### config.mk
export PLATFORM = sky130hd
export DESIGN_NAME = opm_ctrl
export DESIGN_NICKNAME = d
export VERILOG_FILES = /design/src/rtl/opm_pkg.sv /design/src/rtl/opm_ctrl.sv
export SDC_FILE = /design/constraint.sdc
export NUM_CORES = 1
export LEC_CHECK = 0
export ABC_CLOCK_PERIOD_IN_PS = 3600
export BUFFER_PORTS_ARGS = -buffer_cell sky130_fd_sc_hd__buf_2
export CORE_ASPECT_RATIO = 0.5
export CORE_MARGIN = 2
export CORE_UTILIZATION = 39
export CTS_CLUSTER_DIAMETER = 200
export DETAILED_ROUTE_END_ITERATION = 8
export SLEW_MARGIN = 20
export SYNTH_ARGS = -nofsm -noshare
export SYNTH_HDL_FRONTEND = slang
export SYNTH_SLANG_ARGS = --single-unit
### constraint.sdc
create_clock -name sys_clk -period 3.6 [get_ports sys_clk]
set_input_delay 0 -clock sys_clk [delete_from_list [all_inputs] [get_ports sys_clk]]
set_output_delay 0 -clock sys_clk [all_outputs]
set_load 0.02 [all_outputs]
### src/rtl/opm_pkg.sv
// oscillator and power-mode control: register map, fields, timing counts
// assumes a byte-wide register port and one 200 MHz system clock
// Behaviour
// - range bit picks low or high drive
// - fast crystal enable clears, later sets stable
// - enable bits run oscillators, reset to zero
// - slow crystal enable clears, later sets stable
// - select 111 moves system clock to sub
// - sub source chosen, switch waits stable
// - select 000-110 gives fast clock divided
// - return to fast waits for restart
// - halt picks state from keep bits
// - sleep stops system clock, holds cpu
// - low idle stops fast, keeps sub
// - both idle keeps both clocks running
// - high idle keeps fast, stops sub
// - low power states freeze cpu state
// - halt sets power-down, clears time-out
// - halt clears the watchdog counter
// - wake on port edge, interrupt, watchdog
// - power-up or clear watchdog clears power-down
// - watchdog wake sets time-out, resets pc/sp
// - pin or unserviceable interrupt resumes after halt
// - interrupt pending before halt cannot wake
// - select field decode, resets to 000
// - source select bits pick rc or crystal
// - watchdog keeps slow rc during halt
// - fast rc flag reads its stability
package opm_pkg;
	// ----------------------------------------
	// register offsets
	// ----------------------------------------
	localparam logic [7:0] OPM_SCC_ADDR = 8'h00; // system clock control
	localparam logic [7:0] OPM_HIGH_SPEED_CRYSTAL_CONTROL_ADDR = 8'h01; // high_speed_crystal_control
	localparam logic [7:0] OPM_LOW_SPEED_CRYSTAL_CONTROL_ADDR = 8'h02; // low_speed_crystal_control
	localparam logic [7:0] OPM_STAT_ADDR = 8'h03; // status flags and clock state
	// ----------------------------------------
	// field positions
	// ----------------------------------------
	localparam int OPM_SEL_LSB = 5; // sysclk_select bits 7..5
	localparam int OPM_FHS_BIT = 3;
	localparam int OPM_FSS_BIT = 2;
	localparam int OPM_HKEEP_BIT = 1;
	localparam int OPM_SKEEP_BIT = 0;
	localparam int OPM_RANGE_BIT = 2;
	localparam int OPM_FLAG_BIT = 1;
	localparam int OPM_EN_BIT = 0;
	// ----------------------------------------
	// reset values and codes
	// ----------------------------------------
	localparam logic [2:0] OPM_SEL_SUB = 3'h7; // sub clock code
	localparam logic [2:0] OPM_SEL_RESET = 3'h0;
	localparam logic [7:0] OPM_REG_RESET = 8'h00;
	// ----------------------------------------
	// timing
	// ----------------------------------------
	localparam int OPM_CLK_MHZ = 200;
	localparam int OPM_START_US = 10; // modelled oscillator start-up
	localparam int OPM_START_CYC = OPM_START_US * OPM_CLK_MHZ;
	typedef enum logic [2:0] {
		OPM_RUN, OPM_SLEEP, OPM_IDLE_LOW, OPM_IDLE_BOTH, OPM_IDLE_HIGH
	} opm_state_t;
endpackage

### src/rtl/opm_ctrl.sv
// oscillator_power_mode_control top: registers, stable flags, clock mux
// select, halt state machine and wake-up; oscillators are modelled by
// start-up counters, the divided clock is signalled as a log2 divide code
//
// Our own choices: strobed register access and the register addresses.
`timescale 1ns/100ps
module opm_ctrl #(
	parameter int START_CYC = opm_pkg::OPM_START_CYC,
	parameter int PORT_W = 8
) (
	// clock and reset
	input wire logic sys_clk,
	input wire logic reset,
	// register port
	input wire logic [7:0] reg_addr,
	input wire logic [7:0] reg_wdata,
	input wire logic reg_write,
	input wire logic reg_read,
	output logic [7:0] reg_rdata,
	// cpu events
	input wire logic halt_instr,
	input wire logic clear_watchdog_instr,
	input wire logic irq_request,
	input wire logic irq_pending_at_halt,
	input wire logic irq_serviceable,
	input wire logic wdt_enabled,
	input wire logic wdt_overflow,
	input wire logic int_rc_stable,
	input wire logic [PORT_W-1:0] port_a_pins,
	input wire logic [PORT_W-1:0] port_a_wake_mask,
	// clock controls
	output logic hs_crystal_run,
	output logic hs_crystal_high_drive,
	output logic ls_crystal_run,
	output logic slow_rc_run,
	output logic high_clk_on,
	output logic sub_clk_on,
	output logic sys_clk_on,
	output logic sys_on_sub,
	output logic [2:0] sys_div_log2,
	// cpu controls
	output logic cpu_hold,
	output logic wdt_clear,
	output logic pc_sp_reset,
	output logic resume_next,
	output logic irq_enter,
	output logic power_down_flag,
	output logic time_out_flag
);
	import opm_pkg::*;

	initial begin
		if (START_CYC < 1 || PORT_W < 1) $error("opm_ctrl: bad parameter");
	end

	// ----------------------------------------
	// registers
	// ----------------------------------------
	logic [2:0] sysclk_select; // requested select code
	logic high_clock_source_sel;
	logic low_clock_source_sel;
	logic high_osc_keep_on_halt;
	logic sub_osc_keep_on_halt;
	logic hs_crystal_range_sel;
	logic hs_crystal_enable;
	logic ls_crystal_enable;
	logic hs_crystal_stable_flag;
	logic ls_crystal_stable_flag;
	logic [31:0] hs_cnt; // start-up timers
	logic [31:0] ls_cnt;
	logic on_sub; // clock actually on sub
	opm_state_t state;
	logic [PORT_W-1:0] port_prev;

	// ----------------------------------------
	// decode
	// ----------------------------------------
	wire wr_scc = reg_write && reg_addr == OPM_SCC_ADDR;
	wire wr_high_speed_crystal_control = reg_write && reg_addr == OPM_HIGH_SPEED_CRYSTAL_CONTROL_ADDR;
	wire wr_low_speed_crystal_control = reg_write && reg_addr == OPM_LOW_SPEED_CRYSTAL_CONTROL_ADDR;
	wire hs_rise = wr_high_speed_crystal_control && reg_wdata[OPM_EN_BIT] && !hs_crystal_enable;
	wire ls_rise = wr_low_speed_crystal_control && reg_wdata[OPM_EN_BIT] && !ls_crystal_enable;
	wire halted = state != OPM_RUN;
	// sub source readiness
	wire sub_ready = low_clock_source_sel ? ls_crystal_stable_flag : 1'b1;
	// fast source readiness
	wire high_ready = high_clock_source_sel ? hs_crystal_stable_flag : int_rc_stable;
	wire want_sub = sysclk_select == OPM_SEL_SUB;
	// pin edge falling and enabled
	wire pin_wake = |(port_prev & ~port_a_pins & port_a_wake_mask);
	// pending-before-halt interrupt cannot wake
	wire irq_wake = irq_request && !irq_pending_at_halt;
	wire wake = halted && (pin_wake || irq_wake || wdt_overflow);

	// ----------------------------------------
	// software registers
	// ----------------------------------------
	always_ff @(posedge sys_clk or posedge reset) begin
		if (reset) begin
			sysclk_select <= OPM_SEL_RESET;
			high_clock_source_sel <= 1'b0;
			low_clock_source_sel <= 1'b0;
			high_osc_keep_on_halt <= 1'b0;
			sub_osc_keep_on_halt <= 1'b0;
			hs_crystal_range_sel <= 1'b0;
			hs_crystal_enable <= 1'b0;
			ls_crystal_enable <= 1'b0;
		end else begin
			if (wr_scc) begin
				sysclk_select <= reg_wdata[OPM_SEL_LSB +: 3];
				high_clock_source_sel <= reg_wdata[OPM_FHS_BIT];
				low_clock_source_sel <= reg_wdata[OPM_FSS_BIT];
				high_osc_keep_on_halt <= reg_wdata[OPM_HKEEP_BIT];
				sub_osc_keep_on_halt <= reg_wdata[OPM_SKEEP_BIT];
			end
			if (wr_high_speed_crystal_control) begin
				// range is frozen while enabled; software should not try
				if (!hs_crystal_enable)
					hs_crystal_range_sel <= reg_wdata[OPM_RANGE_BIT];
				hs_crystal_enable <= reg_wdata[OPM_EN_BIT];
			end
			if (wr_low_speed_crystal_control)
				ls_crystal_enable <= reg_wdata[OPM_EN_BIT];
		end
	end

	// ----------------------------------------
	// oscillator start-up and stable flags
	// ----------------------------------------
	// flag drops on enable and rises after the start-up count
	always_ff @(posedge sys_clk or posedge reset) begin
		if (reset) begin
			hs_cnt <= '0;
			ls_cnt <= '0;
			hs_crystal_stable_flag <= 1'b0;
			ls_crystal_stable_flag <= 1'b0;
		end else begin
			if (hs_rise || !hs_crystal_run) begin
				hs_cnt <= '0;
				hs_crystal_stable_flag <= 1'b0;
			end else if (hs_cnt >= 32'(START_CYC - 1)) begin
				hs_crystal_stable_flag <= 1'b1;
			end else begin
				hs_cnt <= hs_cnt + 32'd1;
			end
			if (ls_rise || !ls_crystal_run) begin
				ls_cnt <= '0;
				ls_crystal_stable_flag <= 1'b0;
			end else if (ls_cnt >= 32'(START_CYC - 1)) begin
				ls_crystal_stable_flag <= 1'b1;
			end else begin
				ls_cnt <= ls_cnt + 32'd1;
			end
		end
	end

	// ----------------------------------------
	// clock source switch
	// ----------------------------------------
	// switch only once the target source is stable
	always_ff @(posedge sys_clk or posedge reset) begin
		if (reset) begin
			on_sub <= 1'b0;
			sys_div_log2 <= 3'h0;
		end else if (want_sub && sub_ready) begin
			on_sub <= 1'b1;
		end else if (!want_sub && high_ready) begin
			on_sub <= 1'b0;
			sys_div_log2 <= sysclk_select;
		end
	end

	// ----------------------------------------
	// halt and wake state machine
	// ----------------------------------------
	always_ff @(posedge sys_clk or posedge reset) begin
		if (reset) begin
			state <= OPM_RUN;
			port_prev <= '0;
			power_down_flag <= 1'b0;
			time_out_flag <= 1'b0;
			wdt_clear <= 1'b0;
			pc_sp_reset <= 1'b0;
			resume_next <= 1'b0;
			irq_enter <= 1'b0;
		end else begin
			port_prev <= port_a_pins;
			wdt_clear <= 1'b0;
			pc_sp_reset <= 1'b0;
			resume_next <= 1'b0;
			irq_enter <= 1'b0;
			if (clear_watchdog_instr && !halted) begin
				power_down_flag <= 1'b0;
				wdt_clear <= 1'b1;
			end
			if (state == OPM_RUN && halt_instr) begin
				power_down_flag <= 1'b1;
				time_out_flag <= 1'b0;
				wdt_clear <= 1'b1;
				case ({high_osc_keep_on_halt, sub_osc_keep_on_halt})
					2'b00: state <= OPM_SLEEP;
					2'b01: state <= OPM_IDLE_LOW;
					2'b11: state <= OPM_IDLE_BOTH;
					default: state <= OPM_IDLE_HIGH;
				endcase
			end else if (wake) begin
				state <= OPM_RUN;
				if (wdt_overflow) begin
					time_out_flag <= 1'b1;
					pc_sp_reset <= 1'b1;
				end else if (irq_wake && irq_serviceable && !pin_wake) begin
					irq_enter <= 1'b1;
				end else begin
					resume_next <= 1'b1;
				end
			end
		end
	end

	// ----------------------------------------
	// clock gating outputs
	// ----------------------------------------
	// watchdog overrules a cleared keep bit for the slow rc
	wire keep_sub = state == OPM_IDLE_LOW || state == OPM_IDLE_BOTH;
	wire keep_high = state == OPM_IDLE_HIGH || state == OPM_IDLE_BOTH;
	assign high_clk_on = halted ? keep_high : 1'b1;
	assign sub_clk_on = halted ? keep_sub : 1'b1;
	assign sys_on_sub = on_sub;
	// system clock follows its source; sleep stops it
	assign sys_clk_on = on_sub ? sub_clk_on : high_clk_on;
	// held cpu keeps all state frozen
	assign cpu_hold = halted;
	assign hs_crystal_run = hs_crystal_enable;
	assign ls_crystal_run = ls_crystal_enable;
	assign hs_crystal_high_drive = hs_crystal_range_sel;
	assign slow_rc_run = !halted || keep_sub || wdt_enabled;

	// ----------------------------------------
	// read port
	// ----------------------------------------
	wire [7:0] scc_val = {sysclk_select, 1'b0, high_clock_source_sel,
		low_clock_source_sel, high_osc_keep_on_halt, sub_osc_keep_on_halt};
	wire [7:0] high_speed_crystal_control_val = {5'h00, hs_crystal_range_sel, hs_crystal_stable_flag,
		hs_crystal_enable};
	wire [7:0] low_speed_crystal_control_val = {6'h00, ls_crystal_stable_flag, ls_crystal_enable};
	// fast rc flag passes straight through
	wire [7:0] stat_val = {3'h0, int_rc_stable, on_sub, halted, time_out_flag,
		power_down_flag};
	wire [7:0] rd_mux = reg_addr == OPM_SCC_ADDR ? scc_val :
		reg_addr == OPM_HIGH_SPEED_CRYSTAL_CONTROL_ADDR ? high_speed_crystal_control_val :
		reg_addr == OPM_LOW_SPEED_CRYSTAL_CONTROL_ADDR ? low_speed_crystal_control_val :
		reg_addr == OPM_STAT_ADDR ? stat_val : 8'h00;

	// data one cycle after the read strobe, zero otherwise
	always_ff @(posedge sys_clk or posedge reset) begin
		if (reset)
			reg_rdata <= OPM_REG_RESET;
		else
			reg_rdata <= reg_read ? rd_mux : 8'h00;
	end
endmodule

; Yosys cells after proc, flatten, opt, wreduce, memory -nomap -nowiden
; Index checks and enable logic that the tools add are counted.
; Widths: inputs -> output; s select.
[classes]
add_sub_neg = 2
n_lt_le_gt_ge = 2
eq_ne = 11
muxes = 41
bitwise = 5
n_reduce_logical = 43
[op_table]
columns = op, n
row1 = $mux 32, 4
row2 = $add 32x1->32 const B, 2
row3 = $ge 32x11->1 const B, 2
row4 = $mux 1, 29
row5 = $and 8x8->8, 2
row6 = $eq 8x2->1 const B, 2
row7 = $mux 8, 2
row8 = $logic_and 1x1->1, 15
row9 = $mux 5, 3
row10 = $reduce_bool 2->1, 6
row11 = $pmux 3 s3, 1
row12 = $eq 8x1->1 const B, 1
row13 = $logic_not 8->1, 1
row14 = $logic_or 1x1->1, 8
row15 = $not 8->8, 1
row16 = $reduce_or 8->1, 1
row17 = $eq 3x2->1 const B, 2
row18 = $eq 3x3->1 const B, 2
row19 = $logic_not 1->1, 6
row20 = $mux 3, 2
row21 = $reduce_and 2->1, 3
row22 = $ne 2x2->1 const B, 2
row23 = $logic_not 3->1, 1
row24 = $reduce_bool 3->1, 1
row25 = other kinds (4), 5
[totals]
ff_bits = 105
inputBits = 44
out_inout_bits = 26
elab_cells = 127

; Depth between registers and ports, before layout
[depth]
ltp_word = 10
depth_mapped = 6
mapped_depth_nobuf = 6

; Least setup slack after synthesis
; OpenSTA, ideal clock, no wires.
[synth_path]
path_kind = register to register
start = reg hs_cnt[16]
end = reg hs_cnt[5]
setup_time_ps = 140
t_arrival_ps = 1541
t_required_ps = 3460
slack_ps = 1919
stages_incl_launch_ff = 7
path_buffers = 1
synth_period_minus_slack_ps = 1681
path_cell_list = dfrtp_1 > nor4_1 > nand4_1 > or2_0 > clkbuf_1 > o311ai_0 > o41ai_1
[synth_via]
elab_chain_cells = 2
[synth_rtl]
columns = element, line
row1 = start: declaration, opm_ctrl.sv:69  ; logic [31:0] hs_cnt;
row2 = start signal: assignment, opm_ctrl.sv:144  ; hs_cnt <= hs_cnt + 32'd1;
row3 = $ge 32x11->1, opm_ctrl.sv:141  ; end else if (hs_cnt >= 32'(START_CYC - 1)) begin
row4 = $ne 2x2->1 (no source line), n/a
; No other way between the ends.
; A chain may end at the register's enable or synchronous reset.

; Final worst setup path
[layout_path]
start = reg ls_cnt[20]
end = reg ls_cnt[7]
[layout_via]
elab_chain_cells = 2
[layout_rtl]
columns = element, line
row1 = start: declaration, opm_ctrl.sv:70  ; logic [31:0] ls_cnt;
row2 = start signal: assignment, opm_ctrl.sv:152  ; ls_cnt <= ls_cnt + 32'd1;
row3 = $ge 32x11->1, opm_ctrl.sv:149  ; end else if (ls_cnt >= 32'(START_CYC - 1)) begin
row4 = $ne 2x2->1 (no source line), n/a
; No other way between the ends.

==> flow_metrics.tcl <==
set metrics [dict create \
    whs_ps 32.1 \
    cts_setup_buffers 0 \
    ys_types 57 \
    dr.pass1.iters 4 \
    synth_warnings 0 \
    track_usage 0.148 \
    clkLatencyLatePin_ps 340 \
    netlist_instances 378 \
    ys_ff_latch 105 \
    clk_path_buf_depth 2 \
    rsz0062_at_grt "no" \
    min_from "reg_addr[1]" \
    cts_tree "built" \
    drc 0 \
    antenna_cells 0 \
    power_density_nw_per_um2 431 \
    grt_pass1_vias 3106 \
    antenna_found_initial 0 \
    gp_congestion 0.775 \
    min_path_type "in2reg" \
    tightest_slew_ps 742 \
    die_h_um 79.1 \
    ys.flop_type "dfrtp_1" \
    worstReg2RegEnd "ls_cnt[7]" \
    leakagePower_uw 0.00267 \
    num_io_pins 70 \
    instances_no_fill 626 \
    clock-sinks 105 \
    post_drt_wl_per_cell_um 13.3 \
    min_path_cells 3 \
    arrival_ps 2250 \
    start_util 0.401 \
    peakVddDrop_mv 0.213 \
    grt_max_degree 87 \
    dp_cells 582 \
    drt_iter0_drc 136 \
    synth-seq-area-share 0.597 \
    cts_max_level 3 \
    slew_viol_final 0 \
    seq_area_um2 2630 \
    worstRegToRegCells 5 \
    cts_buffers 9 \
    final_nets 525 \
    hpwl_um 5430 \
    cap_viol_max_count 0 \
    endpoint_kind "flop" \
    grt_pass1_wl_um 14400 \
    r2r_slack_ps 1570 \
    fin_crit_sh 0.564 \
    vias 3083 \
    holdPathEnd "reg_rdata[3]" \
    ant_nets 0 \
    finalHoldViolations 0 \
    start_kind "flop" \
    root_buffer "clkbuf_16" \
    setup_viol 0 \
    fillers 1002 \
    die_area_um2 12200 \
    status "completed" \
    clock.fmax_mhz 493 \
    die_w_um 154 \
    synth_area_um2 4400 \
    ys_async_sr_fraction 1.00 \
    wl_um 8330 \
    design.core.area_um2 11000 \
    synth_nets 427 \
    clk_pin_slew_worst_paths_ps 70 \
    worstPathMaxFanout 9 \
    timing.rr.start "ls_cnt[20]" \
    layout-drive-gt1-share 0.235 \
    tns_ps 0 \
    multi_input_area_um2 1690 \
    grt_overflow 0 \
    maxSlewHeadroom 0.505 \
    required_ps 3830 \
    crit_type "reg2reg" \
    numPortBuffers 68 \
    syn_area_per_cell_um2 11.6 \
    fin_skew_ps 5.22 \
    min_period_ps 2030 \
    synth_edf_count 0 \
    synthToLayoutAreaGrowth_pct 24.4 \
    viasPerCell 4.92 \
    std_cell_rows 27 \
]
[sequential cells by signal (all words and copies together), names as in the netlist, 3 cells and up]
signal / count
reg_rdata: 8
sys_div_log2: 3
ls_cnt: 32
sysclk_select: 3
port_prev: 8
hs_cnt: 32
state: 3
[critical path, stage by stage, from the launching register on]
cell and delay (ps):
dfrtp_1 370, nor4_1 330, nand4_1 300, nor3_2 550, nand4_1 200, mux2i_1 160
[placed cells by master, fill, tap and decap left out, types with 4 or more instances in the layout]
cell type	n
dfrtp_1	104
buf_2	68
and2_1	47
nand2_1	38
dlygate4sd3_1	28
nor2_1	19
nand2b_1	14
mux2i_1	11
mux2_2	10
nand3_1	10
nor4_1	9
nand4_1	9
inv_1	9
clkbuf_16	9
o21ai_0	8
nor3_1	7
and3_1	5
a21oi_1	5
ha_1	5
xor2_1	4
[power breakdown]
| part | internal, uW | switching [uW] | total [uW] |
|---|---|---|---|
| Combinational | 79.2 | 102 | 181 |
| Clock | 538 | 416 | 954 |
| Sequential | 1200 | 20.3 | 1220 |
| Total | 1820 | 539 | 2360 |
[kinds of logic (layout without fill, tap and decap cells)]
logic type / count (synthesis) / after routing / share of synthesized area
simple gates: 182 / 182 / 0.241
flops: 105 / 105 / 0.597
compound gates: 35 / 35 / 0.0552
mux: 24 / 24 / 0.0634
buf+inv: 22 / 125 / 0.0191
fa+ha+maj: 5 / 5 / 0.0142
xor+xnor: 5 / 5 / 0.00996
[cell usage after synthesis (all sizes together) (2+ instances only)]
cell type / number / area [um^2]
and2: 47 / 294
nand2b: 14 / 87.6
or2: 2 / 12.5
o21ai: 8 / 40.0
o22a: 3 / 26.3
dfrtp: 105 / 2630
nand4: 9 / 56.3
nor2b: 3 / 18.8
mux4: 2 / 45.0
nor4: 10 / 68.8
nor3: 10 / 71.3
ha: 5 / 62.6
nand2: 39 / 154
a21oi: 5 / 25.0
nor4b: 2 / 32.5
a311oi: 2 / 17.5
nor3b: 2 / 20.0
nor2: 19 / 71.3
inv: 10 / 37.5
and3: 7 / 46.3
and4: 4 / 37.5
o22ai: 3 / 18.8
nand3: 11 / 60.1
clkbuf: 11 / 41.3
mux2: 11 / 124
mux2i: 11 / 110
xor2: 4 / 35.0
[per-layer routing]
layer,part of all wire,GRT usage,up-vias
met5,0,0,-
li1,-,-,1508
met2,0.45,0.236,64
met1,0.50,0.199,1501
met3,0.047,0.0404,10
met4,0.011,0.0505,0
[through the flow]
step	total power [uW]	util	worst slack, ps	cell area (um^2)
6_report	2360	0.498	1570	5470
5_1_grt	2470	0.498	1430	5470
4_1_cts	2390	0.498	1580	5470
3_5_place_dp	1410	0.446	1590	4900
3_3_place_gp	1410	0.446	1580	4900
2_1_floorplan	1340	-	839	4400
[worst max path at each step]
stage / startpoint / end / slack [ps]
after global placement: ls_cnt[20] / ls_cnt[7] / 1580
final: ls_cnt[20] / ls_cnt[7] / 1570
after floorplan: reset / high_clock_source_sel / 840
after CTS: ls_cnt[20] / ls_cnt[7] / 1580
after global routing: ls_cnt[18] / ls_cnt[5] / 1430
after detailed placement: ls_cnt[20] / ls_cnt[7] / 1590
[layout make-up]
type | count | share of cell area
Multi-Input combinational cell | 251 | 0.308
Clock buffer | 11 | 0.0425
Tap cell | 145 | 0.0332
Timing Repair Buffer | 99 | 0.118
Sequential cell | 105 | 0.480
Clock inverter | 5 | 0.0103
Inverter | 10 | 0.00777
[timing repair]
item / CTS / global route
hold buffers: 28 / 0
gates resized for setup: 0 / 0
hold endpoints to repair: 119 / 0
(Power assumes the default switching activity.)
